[src/inc/rcc_pkg.sv]
// shared constants and types of the reset control and cause flag block
package rcc_pkg;

  // ==========================================================================
  // register map and widths
  localparam int          ADDR_W     = 16;
  localparam int          DATA_W     = 8;
  localparam logic [15:0] CAUSE_ADDR = 16'h0fcc;
  localparam logic [15:0] CFG_ADDR   = 16'h0fde;
  localparam logic [15:0] KEY_ADDR   = 16'h0fdf;
  localparam logic [7:0]  REG_RST    = 8'h00;

  // ==========================================================================
  // key codes
  localparam logic [7:0] KEY_RSTDIS = 8'hb2;
  localparam logic [7:0] KEY_AREA   = 8'hd4;
  localparam logic [7:0] KEY_FCLR   = 8'h71;

  // ==========================================================================
  // field positions
  localparam int CFG_W          = 3;
  localparam int CFG_RSTDIS_BIT = 0;
  localparam int CFG_AREA_BIT   = 1;
  localparam int CFG_VEC_BIT    = 2;
  localparam int FLAG_W         = 6;
  localparam int FCLR_BIT       = 7;
  localparam int F_WDT          = 0;
  localparam int F_CLK          = 1;
  localparam int F_VDET1        = 2;
  localparam int F_VDET2        = 3;
  localparam int F_TRIM         = 4;
  localparam int F_BADTRIM      = 5;

  // ==========================================================================
  // sequence constants
  localparam logic [15:0] RESET_VECTOR_ADDR = 16'hfffe;
  localparam int          WARMUP_CYCLES_DEF = 1024;
  localparam int          TRIM_W_DEF        = 8;

  // warm-up sequencer states
  typedef enum logic [2:0] {
    WU_HOLD  = 3'b001,
    WU_COUNT = 3'b010,
    WU_RUN   = 3'b100
  } rcc_wu_st_t;

endpackage

[src/inc/rcc_wu_if.sv]
// carrier between the reset controller and its warm-up sequencer
`timescale 1ns/10ps
`default_nettype none
interface rcc_wu_if;
  logic hold;       // any reset asserted
  logic busy;       // warm-up running
  logic done;       // warm-up finished, level
  logic trim_start; // one-cycle pulse at warm-up start

  modport ctl (output hold, input busy, input done, input trim_start);
  modport wu  (input hold, output busy, output done, output trim_start);
endinterface
`default_nettype wire

[src/verilog/rcc_top.sv]
// reset controller: reset merge, keyed configuration commit, cause flags
`timescale 1ns/10ps
`default_nettype none

// How it works
// - key 0xb2 commits pending external reset disable bit
// - key 0xd4 commits pending reset area and reset vector bits
// - key 0x71 acts on flag clear request; other key values do nothing
// - readback at 0x0fdf shows committed vector, area, disable; upper zero
// - configuration register reads zero in bits 7 to 3
// - committed disable cleared by power-on only; pending by any reset
// - cause bits 0..5: watchdog, clock, vdet1, vdet2, trim, bad trim
// - cause flags cleared by power-on, external reset or keyed clear
// - flag clear bit then key 0x71 clears flags and the clear bit
// - cause bit 7 is write-only clear control; bits 7, 6 read zero
// - any reset holds warm-up counter, cpu and peripherals in reset
// - reset release starts warm-up counting of high-frequency clock
// - trimming data is loaded into the ladder during warm-up
// - after warm-up the cpu fetches the vector at 0xfffe
// - reset during warm-up clears the counter so warm-up restarts
// - every reset source runs the same sequence
// - committed disable 0 accepts external reset, 1 ignores it
// - power-on and external reset are ored together
module rcc_top #(
  parameter int WARMUP_CYCLES = rcc_pkg::WARMUP_CYCLES_DEF,
  parameter int TRIM_W        = rcc_pkg::TRIM_W_DEF
) (
  input  wire logic                        core_clk_i,
  input  wire logic                        rst_n_i,
  input  wire logic                        ext_reset_n_i,
  input  wire logic                        wdt_reset_i,
  input  wire logic                        clk_fault_reset_i,
  input  wire logic                        vdet1_reset_i,
  input  wire logic                        vdet2_reset_i,
  input  wire logic                        trim_reset_i,
  input  wire logic                        bad_trim_i,
  input  wire logic                        trim_valid_i,
  input  wire logic [TRIM_W-1:0]           trim_data_i,
  input  wire logic [rcc_pkg::ADDR_W-1:0]  addr_i,
  input  wire logic [rcc_pkg::DATA_W-1:0]  wr_data_i,
  input  wire logic                        wr_i,
  input  wire logic                        rd_i,
  output logic      [rcc_pkg::DATA_W-1:0]  rd_data_o,
  output logic                             cpu_reset_n_o,
  output logic                             periph_reset_n_o,
  output logic                             warmup_active_o,
  output logic                             vector_fetch_o,
  output logic      [rcc_pkg::ADDR_W-1:0]  vector_addr_o,
  output logic                             trim_req_o,
  output logic      [TRIM_W-1:0]           ladder_trim_o,
  output logic                             ext_reset_disable_o,
  output logic                             reset_area_o,
  output logic                             reset_vector_sel_o
);
  import rcc_pkg::*;

  // ==========================================================================
  // state
  typedef struct packed {
    logic [CFG_W-1:0]  pend;    // uncommitted configuration
    logic [CFG_W-1:0]  act;     // committed configuration
    logic              fclr;    // pending flag clear request
    logic [FLAG_W-1:0] flags;   // reset cause flags
    logic [DATA_W-1:0] rd_data;
    logic              cpu_run;
    logic              fetch;
    logic              wu_act;
    logic              treq;
    logic [ADDR_W-1:0] vaddr;
    logic [TRIM_W-1:0] ladder;
  } rcc_top_state_t;

  rcc_top_state_t r;
  rcc_top_state_t next_r;

  logic              ext_rst;
  logic              int_rst;
  logic              soft_rst;
  logic              hold;
  logic              key_wr;
  logic              flag_clr;
  logic [FLAG_W-1:0] set_vec;

  if (WARMUP_CYCLES < 2 || TRIM_W < 1) begin : g_chk
    $error("warm-up length or trim width out of range");
  end

  // ==========================================================================
  // reset merge
  // an ignored external pin is masked here, so it never reaches the flags
  assign ext_rst  = !ext_reset_n_i && !r.act[CFG_RSTDIS_BIT];
  assign int_rst  = wdt_reset_i | clk_fault_reset_i | vdet1_reset_i |
                    vdet2_reset_i | trim_reset_i;
  assign soft_rst = ext_rst | int_rst;
  assign hold     = !rst_n_i | soft_rst;
  assign key_wr   = wr_i && (addr_i == KEY_ADDR);

  // cause events, set on the same bit order as the readback
  always_comb begin
    set_vec            = '0;
    set_vec[F_WDT]     = wdt_reset_i;
    set_vec[F_CLK]     = clk_fault_reset_i;
    set_vec[F_VDET1]   = vdet1_reset_i;
    set_vec[F_VDET2]   = vdet2_reset_i;
    set_vec[F_TRIM]    = trim_reset_i;
    set_vec[F_BADTRIM] = bad_trim_i;
  end

  // ==========================================================================
  // warm-up sequencer
  rcc_wu_if wu ();

  assign wu.hold = hold;

  rcc_warmup #(
    .WARMUP_CYCLES (WARMUP_CYCLES)
  ) u_warmup (
    .core_clk_i (core_clk_i),
    .wu         (wu)
  );

  // ==========================================================================
  // next state
  always_comb begin
    next_r         = r;
    flag_clr       = 1'b0;
    next_r.rd_data = REG_RST;
    // read data stands for exactly one cycle after the strobe
    if (rd_i) begin
      case (addr_i)
        CAUSE_ADDR: next_r.rd_data = {2'b00, r.flags};
        CFG_ADDR:   next_r.rd_data = {5'h00, r.pend};
        KEY_ADDR:   next_r.rd_data = {5'h00, r.act};
        default:    next_r.rd_data = REG_RST;
      endcase
    end
    // plain register writes
    if (wr_i && addr_i == CFG_ADDR) begin
      next_r.pend = wr_data_i[CFG_W-1:0];
    end
    if (wr_i && addr_i == CAUSE_ADDR) begin
      next_r.fclr = wr_data_i[FCLR_BIT];
    end
    // keyed commit copies the present pending value at the write edge
    if (key_wr) begin
      case (wr_data_i)
        KEY_RSTDIS: begin
          next_r.act[CFG_RSTDIS_BIT] = r.pend[CFG_RSTDIS_BIT];
        end
        KEY_AREA: begin
          next_r.act[CFG_AREA_BIT] = r.pend[CFG_AREA_BIT];
          next_r.act[CFG_VEC_BIT]  = r.pend[CFG_VEC_BIT];
        end
        KEY_FCLR: begin
          if (r.fclr) begin
            flag_clr    = 1'b1;
            next_r.fclr = 1'b0;
          end
        end
        default: begin
        end
      endcase
    end
    // a new event in the clearing cycle still sets its flag; an internal
    // reset keeps the older ones so software can read them later
    next_r.flags = ((flag_clr || ext_rst) ? '0 : r.flags) | set_vec;
    // non-power-on resets drop pending settings but not the committed
    // disable, otherwise the pin could re-arm itself mid-reset
    if (soft_rst) begin
      next_r.pend              = '0;
      next_r.fclr              = 1'b0;
      next_r.act[CFG_AREA_BIT] = 1'b0;
      next_r.act[CFG_VEC_BIT]  = 1'b0;
    end
    // release sequence, identical for every source
    next_r.cpu_run = wu.done && !hold;
    next_r.fetch   = wu.done && !hold && !r.cpu_run;
    next_r.wu_act  = wu.busy && !hold;
    next_r.treq    = wu.trim_start && !hold;
    if (next_r.fetch) begin
      next_r.vaddr = RESET_VECTOR_ADDR;
    end
    if (trim_valid_i && wu.busy && !hold) begin
      next_r.ladder = trim_data_i;
    end
  end

  // power-on reset clears everything, including the committed disable
  always_ff @(posedge core_clk_i) begin
    if (!rst_n_i) begin
      r <= '0;
    end else begin
      r <= next_r;
    end
  end

  // ==========================================================================
  // outputs
  assign rd_data_o           = r.rd_data;
  assign cpu_reset_n_o       = r.cpu_run;
  assign periph_reset_n_o    = r.cpu_run;
  assign warmup_active_o     = r.wu_act;
  assign vector_fetch_o      = r.fetch;
  assign vector_addr_o       = r.vaddr;
  assign trim_req_o          = r.treq;
  assign ladder_trim_o       = r.ladder;
  assign ext_reset_disable_o = r.act[CFG_RSTDIS_BIT];
  assign reset_area_o        = r.act[CFG_AREA_BIT];
  assign reset_vector_sel_o  = r.act[CFG_VEC_BIT];
endmodule
`default_nettype wire

[src/verilog/rcc_warmup.sv]
// warm-up sequencer: counts high-frequency clock cycles after reset release
`timescale 1ns/10ps
`default_nettype none
module rcc_warmup #(
  parameter int WARMUP_CYCLES = rcc_pkg::WARMUP_CYCLES_DEF
) (
  input wire logic core_clk_i,
  rcc_wu_if.wu     wu
);
  import rcc_pkg::*;

  localparam int CW = $clog2(WARMUP_CYCLES + 1);

  // ==========================================================================
  // state
  typedef struct packed {
    rcc_wu_st_t      st;
    logic [CW-1:0]   cnt;
    logic            busy;
    logic            done;
    logic            tstart;
  } rcc_wu_state_t;

  rcc_wu_state_t r;
  rcc_wu_state_t next_r;

  if (WARMUP_CYCLES < 2) begin : g_chk
    $error("warm-up needs at least two cycles");
  end

  // hold acts as the sequencer's own synchronous clear
  always_comb begin
    next_r        = r;
    next_r.tstart = 1'b0;
    case (r.st)
      WU_HOLD: begin
        if (!wu.hold) begin
          next_r.st     = WU_COUNT;
          next_r.busy   = 1'b1;
          next_r.tstart = 1'b1;
        end
      end
      WU_COUNT: begin
        next_r.cnt = r.cnt + CW'(1);
        if (r.cnt == CW'(WARMUP_CYCLES - 1)) begin
          next_r.st   = WU_RUN;
          next_r.busy = 1'b0;
          next_r.done = 1'b1;
        end
      end
      WU_RUN: begin
        next_r.done = 1'b1;
      end
      default: begin
        next_r.st = WU_HOLD;
      end
    endcase
    // a reset at any point drops the count so warm-up starts over
    if (wu.hold) begin
      next_r.st     = WU_HOLD;
      next_r.cnt    = '0;
      next_r.busy   = 1'b0;
      next_r.done   = 1'b0;
      next_r.tstart = 1'b0;
    end
  end

  always_ff @(posedge core_clk_i) begin
    r <= next_r;
  end

  assign wu.busy       = r.busy;
  assign wu.done       = r.done;
  assign wu.trim_start = r.tstart;

endmodule
`default_nettype wire

[config.mk]
export PLATFORM = sky130hd
export DESIGN_NAME = rcc_top
export DESIGN_NICKNAME = d
export VERILOG_FILES = /design/src/inc/rcc_pkg.sv /design/src/inc/rcc_wu_if.sv /design/src/verilog/rcc_top.sv /design/src/verilog/rcc_warmup.sv
export SDC_FILE = /design/constraint.sdc
export NUM_CORES = 1
export LEC_CHECK = 0
export BUFFER_PORTS_ARGS = -buffer_cell sky130_fd_sc_hd__clkbuf_2
export CAP_MARGIN = 20
export CORE_ASPECT_RATIO = 2
export CORE_MARGIN = 4
export CORE_UTILIZATION = 50
export CTS_BUF_LIST = sky130_fd_sc_hd__clkbuf_8
export CTS_CLUSTER_SIZE = 20
export DETAILED_ROUTE_END_ITERATION = 10
export GPL_ROUTABILITY_DRIVEN = 0
export PLACE_DENSITY_LB_ADDON = 0.15
export SLEW_MARGIN = 20
export SYNTH_ARGS = -nofsm -noshare
export SYNTH_HDL_FRONTEND = slang
export SYNTH_SLANG_ARGS = --single-unit
[constraint.sdc]
create_clock -name core_clk_i -period 5.96 [get_ports core_clk_i]
set_input_delay 0.596 -clock core_clk_i [delete_from_list [all_inputs] [get_ports core_clk_i]]
set_output_delay 0.596 -clock core_clk_i [all_outputs]
set_load 0.01 [all_outputs]
==> Yosys cells after proc, flatten, opt, wreduce, memory -nomap -nowiden <==
Cells that the tools add are included.
{ "word_totals": {"output_inout_bits": 40, "register_bits": 51, "inputBits": 44, "word_cells": 78} }
{ "op_classes": {"muxes": 15, "eq_ne": 11, "bitwise_logic": 9, "n_addsub": 1, "n_reduce_logical": 25} }
{ "op_table": {"columns": ["cell", "n"], "rows": [
  ["16-bit by 12-bit == test with 1-bit output, second input constant", 3],
  ["6-bit case mux with 3 select lines", 1],
  ["8-bit == test, second input constant", 2],
  ["2-bit AND reduction", 6],
  ["11-bit by 1-bit adder with 11-bit output, second input constant", 1],
  ["11-bit by 10-bit == test with 1-bit output, second input constant", 1],
  ["1-bit logical AND", 10],
  ["3-bit case mux with 3 select lines", 1],
  ["8-bit by 7-bit == test with 1-bit output, second input constant", 1],
  ["1-bit two-way mux", 8],
  ["6-bit two-way mux", 1],
  ["1-bit bitwise OR", 6],
  ["6-bit bitwise OR", 1],
  ["1-bit logical NOT", 5],
  ["1-bit case mux with 2 select lines", 2],
  ["2-bit nonzero test", 2],
  ["3-bit by 1-bit == test with 1-bit output, second input constant", 1],
  ["3-bit by 2-bit == test with 1-bit output, second input constant", 1],
  ["3-bit == test, second input constant", 1],
  ["3-bit two-way mux", 1],
  ["2-bit two-way mux", 1],
  ["2-bit by 1-bit inequality test with 1-bit output, second input constant", 1],
  ["1-bit inverter", 2],
  ["2-bit OR reduction", 1],
  ["1-bit logical OR", 1]
]} }

==> Depth between registers and ports, before layout <==
{ "logic_depth": {"word_depth": 9, "depth_mapped": 6, "mapped_depth_nobuf": 5} }

==> By module <==
From an unflattened synthesis, not the netlist that was laid out.
{ "hier_totals": {"hier_cells": 256, "hier_area_um2": 2326.0} }
{ "by_module_without_submodules": {"columns": ["module", "seq_area_each_um2", "cells_per_inst", "area_each_um2", "n_inst"], "rows": [
  ["rcc_top", 640.6, 178, 1582.8, 1],
  ["rcc_warmup", 340.3, 78, 743.2, 1]
]} }

==> Worst setup path after synthesis <==
OpenSTA, ideal clock, no wires.
{ "synth_path": {"kind": "input to register", "from": "input port addr_i[14] (netlist bit)", "to": "register r[36] (netlist bit)", "path_slack_ns": 3.504, "setup_time_ns": 0.117, "path_buffers": 2, "t_arrival_ns": 2.339, "path_stages": 6, "t_required_ns": 5.843, "cell_sequence": "nand4bb_1 or4_1 buf_2 or4_4 buf_6 a32o_1"} }
{ "synth_via": {"elab_chain_cells": 6} }
{ "synth_rtl": {"columns": ["element", "line", "rtl"], "rows": [
  ["start: declaration", "rcc_top.sv:39", "input wire logic [rcc_pkg::ADDR_W-1:0] addr_i,"],
  ["16-bit by 12-bit == test with 1-bit output", "rcc_top.sv:96", "assign key_wr = wr_i && (addr_i == KEY_ADDR);"],
  ["1-bit logical AND", "rcc_top.sv:96", null],
  ["1-bit two-way mux", "rcc_top.sv:145", "if (key_wr) begin"],
  ["1-bit logical OR", "rcc_top.sv:166", "next_r.flags = ((flag_clr || ext_rst) ? '0 : r.flags) | set_vec;"],
  ["6-bit two-way mux", "rcc_top.sv:166", null],
  ["6-bit bitwise OR", "rcc_top.sv:166", null],
  ["end signal: assignment", "rcc_top.sv:193", "r <= next_r;"],
  ["end: declaration", "rcc_top.sv:73", "rcc_top_state_t r;"]
]} }
No other way between the ends.
A chain may end at the register's enable or synchronous reset.

==> Final worst setup path <==
Same ends and word-level chain as after synthesis.

==> flow_metrics.tcl <==
set metrics [dict create \
    rows 34 \
    switching_power_w 0.000129 \
    htreeDepth 2 \
    clock_path_buffers 2 \
    die_w_um 56.1 \
    grt_pass1_wl_mm 8.57 \
    end_kind "flip-flop" \
    synth_seq_area_share_pct 42.3 \
    pwr-share-comb_pct 4.6 \
    path_buf_inv 1 \
    clkTransAtPathRegs_ns 0.09 \
    clk_latency_ns 0.30 \
    grt_pass1_vias 1927 \
    yosysWarnings 0 \
    grt_use_total_pct 18.0 \
    whs_ns 0.460 \
    cts_resized 0 \
    outcome "complete, no violations" \
    slew_headroom_pct 54.6 \
    hold_path.class "flip-flop to flip-flop" \
    synth-main-ff-cell "dfxtp_1" \
    cp.required_ns 6.15 \
    clockPowerShare_pct 43.8 \
    drive_above_1_share_pct 31.9 \
    max_stage_delay_ns 0.69 \
    initial_core_util_pct 52.4 \
    synth_top_cell_area_share_pct 42.3 \
    grt_max_degree 18 \
    p_total_w 0.000644 \
    synth_edf_count 0 \
    crit_arrival_ns 2.51 \
    synth-seq-cells 49 \
    seqPwrFrac_pct 51.6 \
    viasPerCell 5.32 \
    die_area_um2 5850 \
    drt_iter0_drc 25 \
    syn_area_um2 2320 \
    critPathSlowestCell "or4_1" \
    detail-route-antenna-nets 0 \
    finalNetCount 342 \
    p_leak_nw 1.09 \
    die_h_um 104 \
    max_cap_violations 0 \
    final_area_um2 2640 \
    routed_wl_mm 4.96 \
    via_count 1874 \
    syn2layout_area_growth_pct 14.1 \
    ys_top_cells_by_area "dfxtp_1 42%, buf_4 11%, mux2i_1 6.0%" \
    dpl.hpwl_mm 3.93 \
    antenna_cells 0 \
    report.final.hold_viol_count 0 \
    antenna_found_initial 0 \
    setup_tns_ns 0 \
    max_freq_ghz 0.431 \
    rsz0062_at_grt "false" \
    core_um2 4420 \
    cp_max_fo 9 \
    cts_setup_buffers 0 \
    crit_type "input pin to flip-flop" \
    wl_per_cell_um 14.1 \
    pre_cts_slack_ns 3.33 \
    synth_top_area_cell "dfxtp_1" \
    cts_sinks 49 \
    peakVddDrop_mv 0.204 \
    critical_path.cell_chain "clkbuf_2, nand4bb_1, or4_1, or4_4, a32o_1" \
    cts_tree "done" \
    sw_frac_of_total_pct 20.0 \
    fin_skew_ns 0.00434 \
    dpl_cell_area_um2 2510 \
    drc 0 \
    numCtsBuffers 5 \
    slew_violations 0 \
    cts_hold_buf 0 \
    fin_crit_ns 2.32 \
    post-route-period-util_pct 38.9 \
    firstDrtPassIters 4 \
    synth_area_per_cell_um2 9.27 \
    root_buffer "clkbuf_8" \
    start_kind "input pin" \
    grt.overflow.total 0 \
    synthArstFlopShare_pct 0 \
    portBuffers 80 \
    setup_viol 0 \
    yosysUniqueCellTypes 47 \
    synth_cells 250 \
    setup_slack_ns 3.64 \
    worstMarginPinSlew_ns 0.676 \
    io_pins 84 \
    internal_power_w 0.000515 \
    critPathTopFamily "simple AND/OR/NAND/NOR gates" \
    p_per_area_nw_per_um2 243 \
]
==> path summary, 6_finish.rpt <==
| path | startpoint | endpoint | slack [ns] | cells past startpoint |
|---|---|---|---|---|
| worst min-delay path | u_warmup.wu.trim_start$_SDFF_PP0_ | trim_req_o$_SDFF_PN0_ | 0.46 | 1 |
| worst min register to register | u_warmup.wu.trim_start$_SDFF_PP0_ | trim_req_o$_SDFF_PN0_ | 0.46 | 1 |
| worst max-delay path | addr_i[14] | r[36]$_SDFF_PN0_ | 3.64 | 5 |
| worst max register to register | u_warmup.r[15]$_SDFFE_PP0P_ | u_warmup.r[12]$_SDFFE_PP0N_ | 3.95 | 4 |
==> synthesized netlist by cell type, drive strengths merged, types with 5 or more instances <==
cell type	n
dfxtp	49
buf	35
nor2	22
nand2	17
mux2i	14
clkbuf	8
a21oi	7
nand3	7
nor3	7
a32o	6
and2	6
o21ai	6
nand4	5
or4	5
xnor2	5
==> per-stage QoR <==
stage,util (%),cells
3_5_place_dp,56.6,344
5_1_grt,59.8,352
4_1_cts,59.8,352
3_3_place_gp,56.5,343
6_report,59.8,352
2_1_floorplan,-,252
==> flip-flops by register name, summed over array words and instances (netlist names), 6 cells and up <==
signal         cells
u_warmup.r        14
r                 10
ladder_trim_o      8
rd_data_o          6
==> power by group through the flow <==
stage          clock [W]  sequential, W  combinational (W)
6_report        0.000282       0.000332          0.0000295
5_1_grt         0.000301       0.000333          0.0000332
4_1_cts         0.000288       0.000332          0.0000297
3_5_place_dp           0       0.000340          0.0000295
3_3_place_gp           0       0.000340          0.0000287
2_1_floorplan          0       0.000339          0.0000136
==> cell families (layout without fill, tap and decap cells) <==
logic type	after synthesis	count (layout)	share of synthesized area, %
XOR/XNOR	9	9	3.40
multiplexers	14	14	6.05
AND/OR/NAND/NOR	96	96	24.0
AO/OA/AOI/OAI	32	32	10.0
adder cells (fa/ha/maj)	1	1	0.540
other	1	3	0.162
buffers and inverters	48	94	13.5
flip-flops	49	49	42.3
==> metal layers <==
| metal | global-route usage, % | part of all wire [%] | routed length [um] | up-vias |
|---|---|---|---|---|
| li1 | - | - | - | 938 |
| met1 | 17.3 | 36 | 1790 | 876 |
| met2 | 34.8 | 57 | 2810 | 49 |
| met3 | 3.73 | 4.5 | 223 | 11 |
| met4 | 7.98 | 2.8 | 138 | 0 |
| met5 | 0 | 0 | 0 | - |
==> cells in the final DEF (no fill, tap or decap), types with 5 or more instances in the layout <==
| master | count |
|---|---|
| nand3_1 | 7 |
| xnor2_1 | 5 |
| nor2_1 | 22 |
| mux2i_1 | 14 |
| nor3_1 | 7 |
| clkbuf_2 | 80 |
| nand4_1 | 5 |
| a21oi_1 | 7 |
| a32o_1 | 6 |
| nand2_1 | 17 |
| clkbuf_8 | 5 |
| and2_1 | 6 |
| dfxtp_1 | 49 |
| o21ai_0 | 6 |
==> area by class of cell <==
class | instances | area [um^2]
fillers | 448 | 1780
multi-input cells | 155 | 1030
flip-flops and latches | 49 | 981
repair buffers | 81 | 408
clock buffers | 5 | 68.8
clock inverters | 3 | 68.8
well taps | 54 | 67.6
inverters | 5 | 18.8
(Power assumes the default switching activity.)
